===== config.mk =====
export PLATFORM = sky130hd
export DESIGN_NAME = hbd_bridge_ctrl
export DESIGN_NICKNAME = d
export VERILOG_FILES = /design/src/verilog/hbd_pkg.sv /design/src/verilog/hbd_bridge_ctrl.sv /design/src/verilog/hbd_duty_gen.sv
export SDC_FILE = /design/constraint.sdc
export NUM_CORES = 1
export LEC_CHECK = 0
export BUFFER_PORTS_ARGS = -buffer_cell sky130_fd_sc_hd__buf_2
export CAP_MARGIN = 5
export CORE_MARGIN = 4
export CORE_UTILIZATION = 55
export CTS_BUF_LIST = sky130_fd_sc_hd__clkbuf_8
export DETAILED_ROUTE_END_ITERATION = 8
export PLACE_DENSITY_LB_ADDON = 0.12
export SYNTH_ARGS = -nofsm -noshare
export SYNTH_HDL_FRONTEND = slang
export SYNTH_SLANG_ARGS = --single-unit

===== constraint.sdc =====
create_clock -name clk -period 7.82 [get_ports clk]
set_clock_uncertainty 0.1 [all_clocks]
set_input_delay 1.564 -clock clk [delete_from_list [all_inputs] [get_ports clk]]
set_output_delay 1.564 -clock clk [all_outputs]
set_load 0.01 [all_outputs]

===== src/verilog/hbd_pkg.sv =====
// Shared constants and types for the H-bridge direction and speed control
`default_nettype none
package hbd_pkg;

	// Clock rate of the clock driving all counters
	localparam int unsigned CLK_HZ        = 25_000_000;
	localparam int unsigned CLK_PERIOD_NS = 40;

	// Dead time on current reversal, least time, rounded up
	localparam int unsigned DEAD_NS  = 3000;
	localparam int unsigned DEAD_CYC =
		(DEAD_NS + CLK_PERIOD_NS - 1) / CLK_PERIOD_NS;

	// Shutdown hold-off after both direction inputs fall, least time
	localparam int unsigned HOLD_US  = 125;
	localparam int unsigned HOLD_CYC =
		(HOLD_US * 1000 + CLK_PERIOD_NS - 1) / CLK_PERIOD_NS;

	// Internal PWM oscillator, 26.5 kHz in units of 100 Hz
	localparam int unsigned OSC_HZ_X100 = 265;
	localparam int unsigned OSC_CYC     = CLK_HZ / (OSC_HZ_X100 * 100);

	// Counter widths
	localparam int unsigned DEAD_W = $clog2(DEAD_CYC + 1);
	localparam int unsigned HOLD_W = $clog2(HOLD_CYC + 1);
	localparam int unsigned OSC_W  = $clog2(OSC_CYC + 1);

	// Width of the digitised reference and supply levels
	localparam int unsigned LEVEL_W = 8;

	// Counter reset values
	localparam logic [DEAD_W-1:0] DEAD_RST = '0;
	localparam logic [HOLD_W-1:0] HOLD_RST = '0;
	localparam logic [OSC_W-1:0]  OSC_RST  = '0;

	typedef enum logic [2:0] {
		HBD_MODE_STANDBY,
		HBD_MODE_FORWARD,
		HBD_MODE_REVERSE,
		HBD_MODE_BRAKE
	} hbd_mode_t;

endpackage : hbd_pkg
`default_nettype wire

===== src/verilog/hbd_bridge_ctrl.sv =====
// H-bridge mode decoder, shutdown hold-off, dead time and switch drive
// Behaviour
// - Both direction inputs low: standby, all switches off, outputs open.
// - Forward: node A high switch and node B low switch on.
// - Reverse: node B high switch and node A low switch on.
// - Both inputs high: brake on both low switches, circuits stay active.
// - Standby also powers down the internal circuits.
// - Standby from non-brake mode keeps previous mode at least 125us.
// - Reference mode duty equals reference level over supply level.
// - Reference equal to supply gives 100% duty, no switching.
// - PWM forward: node A high on, node B low follows pulses.
// - PWM reverse: node B high on, node A low follows pulses.
// - Low-side switching duty follows the input pulse duty.
// - About 3us dead time with switches off on current reversal.
// - Internal oscillator runs at about 26.5kHz in reference mode.
`default_nettype none
`timescale 1ns/100ps
module hbd_bridge_ctrl
	import hbd_pkg::*;
#(
	parameter int unsigned LW = LEVEL_W
) (
	input  wire logic          clk,
	input  wire logic          rst_b,
	input  wire logic          ahead_cmd_in,
	input  wire logic          backward_cmd_in,
	input  wire logic [LW-1:0] ref_level,
	input  wire logic [LW-1:0] supply_level,
	output logic               hs_node_a_switch,
	output logic               ls_node_a_switch,
	output logic               hs_node_b_switch,
	output logic               ls_node_b_switch,
	output logic               bridge_node_a_out,
	output logic               bridge_node_a_oe_b,
	output logic               bridge_node_b_out,
	output logic               bridge_node_b_oe_b,
	output logic               circuits_active,
	output hbd_mode_t          mode_state
);

	localparam logic [HOLD_W-1:0] HOLD_LAST = HOLD_W'(HOLD_CYC);
	localparam logic [HOLD_W-1:0] HOLD_ONE  = HOLD_W'(1);
	localparam logic [DEAD_W-1:0] DEAD_LOAD = DEAD_W'(DEAD_CYC);
	localparam logic [DEAD_W-1:0] DEAD_ONE  = DEAD_W'(1);

	// Sampled direction inputs
	logic ahead_ff;
	logic backward_ff;

	// Mode, hold-off and dead-time state
	hbd_mode_t         mode_ff;
	hbd_mode_t         nxt_mode;
	hbd_mode_t         cmd_mode;
	logic [HOLD_W-1:0] hold_cnt_ff;
	logic [HOLD_W-1:0] nxt_hold_cnt;
	logic [DEAD_W-1:0] dead_cnt_ff;
	logic [DEAD_W-1:0] nxt_dead_cnt;
	logic              active_ff;
	logic              nxt_active;

	// Switch drive
	logic hs_a_ff;
	logic ls_a_ff;
	logic hs_b_ff;
	logic ls_b_ff;
	logic nxt_hs_a;
	logic nxt_ls_a;
	logic nxt_hs_b;
	logic nxt_ls_b;

	logic duty_on;
	logic reversal;
	logic in_dead;
	logic cmd_on;

	hbd_duty_gen #(
		.PERIOD_CYC (OSC_CYC),
		.LW         (LW),
		.CW         (OSC_W)
	) u_duty (
		.clk          (clk),
		.rst_b        (rst_b),
		.run          (active_ff),
		.ref_level    (ref_level),
		.supply_level (supply_level),
		.duty_on      (duty_on)
	);

	// Input sampling: exactly one mode decoded per cycle
	always_ff @(posedge clk) begin
		if (!rst_b) begin
			ahead_ff    <= 1'b0;
			backward_ff <= 1'b0;
		end else begin
			ahead_ff    <= ahead_cmd_in;
			backward_ff <= backward_cmd_in;
		end
	end

	always_comb begin
		case ({ahead_ff, backward_ff})
			2'b10:   cmd_mode = HBD_MODE_FORWARD;
			2'b01:   cmd_mode = HBD_MODE_REVERSE;
			2'b11:   cmd_mode = HBD_MODE_BRAKE;
			default: cmd_mode = HBD_MODE_STANDBY;
		endcase
	end

	// Mode sequencing
	always_comb begin
		nxt_mode     = mode_ff;
		nxt_hold_cnt = HOLD_RST;
		nxt_dead_cnt = (dead_cnt_ff != DEAD_RST) ?
			dead_cnt_ff - DEAD_ONE : DEAD_RST;
		reversal =
			(mode_ff == HBD_MODE_FORWARD && cmd_mode == HBD_MODE_REVERSE) ||
			(mode_ff == HBD_MODE_REVERSE && cmd_mode == HBD_MODE_FORWARD);
		case (cmd_mode)
			HBD_MODE_STANDBY: begin
				case (mode_ff)
					HBD_MODE_FORWARD,
					HBD_MODE_REVERSE: begin
						// Short low phases of a pulse train never
						// reach shutdown
						if (hold_cnt_ff >= HOLD_LAST) begin
							nxt_mode = HBD_MODE_STANDBY;
						end else begin
							nxt_hold_cnt = hold_cnt_ff + HOLD_ONE;
						end
					end
					default: begin
						nxt_mode = HBD_MODE_STANDBY;
					end
				endcase
			end
			HBD_MODE_FORWARD,
			HBD_MODE_REVERSE: begin
				nxt_mode = cmd_mode;
				if (reversal) begin
					nxt_dead_cnt = DEAD_LOAD;
				end
			end
			HBD_MODE_BRAKE: begin
				nxt_mode = HBD_MODE_BRAKE;
			end
			default: begin
				nxt_mode = HBD_MODE_STANDBY;
			end
		endcase
		nxt_active = nxt_mode != HBD_MODE_STANDBY;
	end

	always_ff @(posedge clk) begin
		if (!rst_b) begin
			mode_ff     <= HBD_MODE_STANDBY;
			hold_cnt_ff <= HOLD_RST;
			dead_cnt_ff <= DEAD_RST;
			active_ff   <= 1'b0;
		end else begin
			mode_ff     <= nxt_mode;
			hold_cnt_ff <= nxt_hold_cnt;
			dead_cnt_ff <= nxt_dead_cnt;
			active_ff   <= nxt_active;
		end
	end

	// Switch drive
	always_comb begin
		nxt_hs_a = 1'b0;
		nxt_ls_a = 1'b0;
		nxt_hs_b = 1'b0;
		nxt_ls_b = 1'b0;
		in_dead  = dead_cnt_ff != DEAD_RST;
		// Input still high selects the low side; low during hold-off
		// is the off phase of an input pulse
		cmd_on   = cmd_mode == mode_ff;
		case (mode_ff)
			HBD_MODE_FORWARD: begin
				if (!in_dead) begin
					nxt_hs_a = 1'b1;
					nxt_ls_b = cmd_on && duty_on;
				end
			end
			HBD_MODE_REVERSE: begin
				if (!in_dead) begin
					nxt_hs_b = 1'b1;
					nxt_ls_a = cmd_on && duty_on;
				end
			end
			HBD_MODE_BRAKE: begin
				nxt_ls_a = 1'b1;
				nxt_ls_b = 1'b1;
			end
			default: begin
				// All off, nodes left open
				nxt_hs_a = 1'b0;
			end
		endcase
	end

	always_ff @(posedge clk) begin
		if (!rst_b) begin
			hs_a_ff <= 1'b0;
			ls_a_ff <= 1'b0;
			hs_b_ff <= 1'b0;
			ls_b_ff <= 1'b0;
		end else begin
			hs_a_ff <= nxt_hs_a;
			ls_a_ff <= nxt_ls_a;
			hs_b_ff <= nxt_hs_b;
			ls_b_ff <= nxt_ls_b;
		end
	end

	assign hs_node_a_switch   = hs_a_ff;
	assign ls_node_a_switch   = ls_a_ff;
	assign hs_node_b_switch   = hs_b_ff;
	assign ls_node_b_switch   = ls_b_ff;
	// Node driven only while one of its switches conducts
	assign bridge_node_a_out  = hs_a_ff;
	assign bridge_node_a_oe_b = !(hs_a_ff || ls_a_ff);
	assign bridge_node_b_out  = hs_b_ff;
	assign bridge_node_b_oe_b = !(hs_b_ff || ls_b_ff);
	assign circuits_active    = active_ff;
	assign mode_state         = mode_ff;

endmodule : hbd_bridge_ctrl
`default_nettype wire


===== src/verilog/hbd_duty_gen.sv =====
// Internal PWM oscillator with reference-to-supply duty compare
`default_nettype none
`timescale 1ns/100ps
module hbd_duty_gen
	import hbd_pkg::*;
#(
	parameter int unsigned PERIOD_CYC = OSC_CYC,
	parameter int unsigned LW         = LEVEL_W,
	parameter int unsigned CW         = OSC_W
) (
	input  wire logic          clk,
	input  wire logic          rst_b,
	input  wire logic          run,
	input  wire logic [LW-1:0] ref_level,
	input  wire logic [LW-1:0] supply_level,
	output logic               duty_on
);

	localparam int unsigned PW = LW + CW;
	localparam logic [CW-1:0] LAST = CW'(PERIOD_CYC - 1);
	localparam logic [CW-1:0] ONE  = CW'(1);
	localparam logic [CW-1:0] PER  = CW'(PERIOD_CYC);

	logic [CW-1:0] cnt_ff;
	logic [CW-1:0] nxt_cnt;
	logic          duty_ff;
	logic          nxt_duty;
	logic [PW-1:0] phase_prod;
	logic [PW-1:0] ref_prod;

	assign duty_on = duty_ff;

	always_comb begin
		phase_prod = PW'(cnt_ff) * PW'(supply_level);
		ref_prod   = PW'(ref_level) * PW'(PER);
		// Stopped oscillator in standby saves power
		if (!run) begin
			nxt_cnt = OSC_RST;
		end else if (cnt_ff >= LAST) begin
			nxt_cnt = OSC_RST;
		end else begin
			nxt_cnt = cnt_ff + ONE;
		end
		// Reference at or above supply keeps the drive on: no chopping
		nxt_duty = phase_prod < ref_prod;
	end

	always_ff @(posedge clk) begin
		if (!rst_b) begin
			cnt_ff  <= OSC_RST;
			duty_ff <= 1'b0;
		end else begin
			cnt_ff  <= nxt_cnt;
			duty_ff <= nxt_duty;
		end
	end

endmodule : hbd_duty_gen
`default_nettype wire


* Word-level counts from Yosys, hierarchy flattened
Cells that the tools add are included.
** Cells by class
- Muxes and demuxes :: 11
- Reduce and logical (&&, ||, !) cells :: 17
- Shift-type cells :: 0
- Bitwise gates (word level) :: 4
- Divide/modulo/power cells :: 0
- $add $sub $neg :: 3
- Magnitude comparators :: 3
- Multiply operators :: 2
- Eq/ne operators :: 10
** Operators with widths (number)
- $mux 7 :: 3
- $lt 18x18->1 :: 1
- $mul 10x8->18 :: 1
- $mul 8x10->18 const B :: 1
- $add 12x1->12 const B :: 1
- $eq 3x2->1 const B :: 4
- $ge 12x12->1 const B :: 1
- $add 10x1->10 const B :: 1
- $ge 10x10->1 const B :: 1
- $pmux 3 s3 :: 1
- $reduce_bool 7->1 :: 1
- $sub 7x1->7 const B :: 1
- $eq 3x1->1 const B :: 2
- $mux 3 :: 2
- $pmux 2 s3 :: 1
- $eq 2x2->1 const B :: 2
- $not 1->1 :: 4
- $pmux 1 s2 :: 2
- $reduce_and 2->1 :: 2
- $reduce_or 2->1 :: 2
- $reduce_or 4->1 :: 1
- $eq 3x3->1 :: 1
- $logic_and 1x1->1 :: 3
- $logic_not 3->1 :: 1
- other kinds (6) :: 10
** Storage, ports and cells
- Flip-flop bits (word level) :: 40
- ROM bits :: 0
- Word-level logic and storage cells :: 62
- Input bits :: 20
- Bits in latches :: 0
- Output and inout bits :: 12
- Memories :: 0
- RAM bits :: 0

* Longest topological paths before layout
- Depth after elaboration :: 7
- Gate-level depth with buffers :: 23
- Gate-level depth less buffers :: 22

* Cells and area by module
Synthesis repeated with hierarchy kept, for this count alone.
** Unflattened totals
- Cell total of the unflattened synthesis :: 752
- Area total of the unflattened synthesis :: 6572.6 um^2
** By module, submodules not included
- hbd_duty_gen :: seq. area each 220.2 um^2, times used 1, cells each 604, area an instance 5252.5 um^2
- hbd_bridge_ctrl :: seq. area each 580.6 um^2, times used 1, cells each 148, area an instance 1320.0 um^2

* Worst setup path before layout
No wires, ideal clock.
- Path type :: input -> register
- Start point :: input port supply_level[7]
- End point :: register u_duty.duty_ff, in the netlist u_duty.duty_on
- Setup time :: 0.074 ns
- Arrival :: 6.083 ns
- Setup slack :: 1.563 ns
- Cell stages on the path :: 21
- Path through :: and2_1 > fa_1 > inv_1 > fa_1 > inv_1 > fa_1 > inv_1 > fa_1 > inv_1 > ha_1 > nand2_1 > a2bb2oi_1 > o31ai_2 > a2111oi_2 > o21bai_1 > xor2_1 > ha_1 > nor2b_1 > o21ai_0 > o2111ai_1 > a31oi_1
** On the way
- Longest elaborated chain between the ends :: 2
** RTL lines
- start: declaration :: line hbd_bridge_ctrl.sv:28 : input wire logic [LW-1:0] supply_level,
- $mul 10x8->18 :: line hbd_duty_gen.sv:34 : phase_prod = PW'(cnt_ff) * PW'(supply_level);
- $lt 18x18->1 :: line hbd_duty_gen.sv:45 : nxt_duty = phase_prod < ref_prod;
- end signal: assignment :: line hbd_duty_gen.sv:54 : duty_ff <= nxt_duty;
- end: declaration :: line hbd_duty_gen.sv:26 : logic duty_ff;
Every way passes these cells.
A chain may end at the register's enable or synchronous reset.

* Worst setup path after layout
Same ends and word-level chain as after synthesis.

==> qor.txt <==
most frequent cells in the layout: 158 x inv_1, 111 x ha_1, 76 x fa_1, 67 x and2_1, 60 x nor2_1
total number of vias: 4981
port bufs: 31
Worst-Margin Slew: 0.971 ns
gr usage total: 20.1%
Placed Area: 6930 um2
nets: 1002
Post-Place Worst Slack: 1.02 ns
Routability Congestion: 0.864
Initial Util: 57.2%
worst hold stages: 2
CTS Sinks: 40
GR Overflow Total: 0
max-cap viol count: 0
Synth-to-Final Area Change: 5.70%
n_diodes: 0
Die X: 118 um
Max FO, Critical Path: 10
worst relative slew slack: 35.0%
VDD IR max: 0.181 mV
Filler cells: 1080
number of buffers created by CTS: 5
met2 GRT Util: 35.1%
Vias/cell: 5.30
count of different cell masters after synthesis: 62
clock slew at reported path FFs: 0.08 ns
type of the most critical hold path: reg2reg
most common cell after layout, fill and taps aside: inv_1
Seq cells post-synth: 40
Critical Path AT: 6.63 ns
H-tree depth: 2
r2r worst-path depth: 21
I/O pin count: 32
detailed-placement wirelength estimate: 11000 um
TritonCTS clock tree: done
initial antenna violation count: 0
Primary FF master, synth: dfxtp_1
placed cells: 931
drt total wl: 13000 um
fin. max-slew vios: 0
Rows: 39
fin cells: 939
RSZ-0062 raised after global routing: false
DRT iter0 DRCs: 202
Root Buffer Master: clkbuf_8
min cycle time layout: 6.49 ns
die area: 13900 um2
setup ws final: 1.33 ns
area of the multi-input gates: 5200 um2
grt met3 use: 2.50%
vias in the first global route: 5244
number of setup buffers added after CTS: 0
Leakage: 3.72 nW
outcome: finished, final reports clean
Clock Latency Late Sink: 0.30 ns
setup violators final: 0
wire per inst: 13.8 um
Seq/Total Area, Yosys: 12.0%
Synth Net Count: 980
Hold Vio Cnt, Final: 0
clk buf depth: 2
number of routed nets with antenna violations: 0
setup tns final: 0 ns
DRC: 0
worst setup path category: in2reg
busiest grt layer: met2
Startpoint Class: input pin
number of synthesized flops with an enable pin: 0
Cells after Synth: 773
cell area after synthesis: 6670 um2
Pwr per Cell Area: 171 nW/um2
fmax: 154 MHz
Reg area: 801 um2
syn avg cell area: 8.63 um2
layout cells sized above 1: 6.66%
first-pass GRT wire length: 23800 um
height of the die: 118 um
CP Capture Type: flip-flop
post-route cell area: 7050 um2
hold buffers post-CTS: 0
CTS resizes: 0
data required time of the critical path: 7.95 ns
Final Cycle Share: 83.0%
Core Area: 11700 um2
met1 usage: 26.4%
yosys synthesis warning count: 0
largest net degree at the start of global routing: 15
DR pass1 iterations: 5
fraction of registers with async set/reset: 0%
-- cells by family after synthesis --
group                      count (synthesis)  synth area share (%)
DFF                                       40                  12.0
and+or+nand+nor                          215                  16.9
muxes                                      1                 0.169
xor gates and xnor gates                  44                  5.78
buffers and inverters                    174                  10.0
AOI/OAI and AO/OA                        111                  11.4
adders and majority gates                187                  43.6
other                                      1                0.0562
-- state kept, by name, summed over array words and instances, names as in the netlist, 3 cells and up --
register / flops
u_duty.cnt_ff: 10
hold_cnt_ff: 12
dead_cnt_ff: 7
mode_state: 3
-- cell usage after synthesis (4+ instances only) --
| cell | instances | area [um2] |
|---|---|---|
| a21boi_0 | 4 | 30.0 |
| nor3_1 | 6 | 30.0 |
| inv_1 | 158 | 593 |
| o21a_1 | 5 | 37.5 |
| o211a_1 | 4 | 40.0 |
| a211oi_1 | 6 | 45.0 |
| nor2b_1 | 6 | 37.5 |
| a21oi_1 | 22 | 110 |
| clkbuf_1 | 13 | 48.8 |
| and2_1 | 67 | 419 |
| o21ai_0 | 25 | 125 |
| nand2b_1 | 7 | 43.8 |
| nor4_1 | 4 | 25.0 |
| nor2_1 | 60 | 225 |
| nand2_1 | 34 | 128 |
| dfxtp_1 | 40 | 801 |
| a21o_1 | 8 | 60.1 |
| fa_1 | 76 | 1520 |
| xor2_1 | 16 | 140 |
| ha_1 | 111 | 1390 |
| a31oi_1 | 6 | 37.5 |
| xnor2_1 | 28 | 245 |
| nand3_1 | 12 | 60.1 |
-- per-stage QoR --
stage	power (mW)	hold slack, ns	util (%)
final	1.21	0.392	60.4
after global routing	1.35	0.407	60.4
after CTS	1.22	0.391	60.4
after detailed placement	1.03	0.374	59.4
after global placement	1.01	0.352	59.4
after floorplan	0.872	0.338	-
-- critical path, stage by stage --
cell and delay, ns:
buf_2 0.17, nand2_1 0.10, fa_1 0.54, fa_1 0.55, inv_1 0.06, fa_1 0.54, inv_1 0.07, fa_1 0.54
inv_1 0.04, ha_1 0.36, a21oi_1 0.15, o22ai_1 0.12, o2111ai_1 0.24, and2_1 0.22, nor3_1 0.07, a311o_1 0.27
ha_1 0.31, a21oi_1 0.16, nor2b_1 0.06, o21ai_0 0.15, o2111ai_1 0.14, a31oi_1 0.17
-- metal layers --
layer	wire length, um	vias to the layer above
met1	6110	2372
met5	0	-
met4	244	0
met2	6340	75
li1	-	2514
met3	284	20
-- final cells by class --
cell class	instances	share of cell area, %
Sequential cell	40	11.4
Clock buffer	6	1.17
Timing Repair Buffer	31	2.20
Inverter	158	8.41
Multi-Input combinational cell	559	73.8
Tap cell	143	2.54
Clock inverter	2	0.550
-- path summary, 6_finish.rpt --
check,slack (ns),to,from
max reg2reg,2.09,u_duty.duty_on,u_duty.cnt_ff[0]
min reg2reg,0.39,hold_cnt_ff[11],hold_cnt_ff[11]
min,0.39,hold_cnt_ff[11],hold_cnt_ff[11]
max,1.33,u_duty.duty_on,supply_level[7]
-- power by group --
group          leakage (nW)  total [mW]  switching (mW)  internal, mW
logic                  3.33       0.790           0.442         0.348
clock network        0.0614       0.180          0.0754         0.104
registers             0.325       0.238          0.0154         0.222
(Power assumes the default switching activity.)
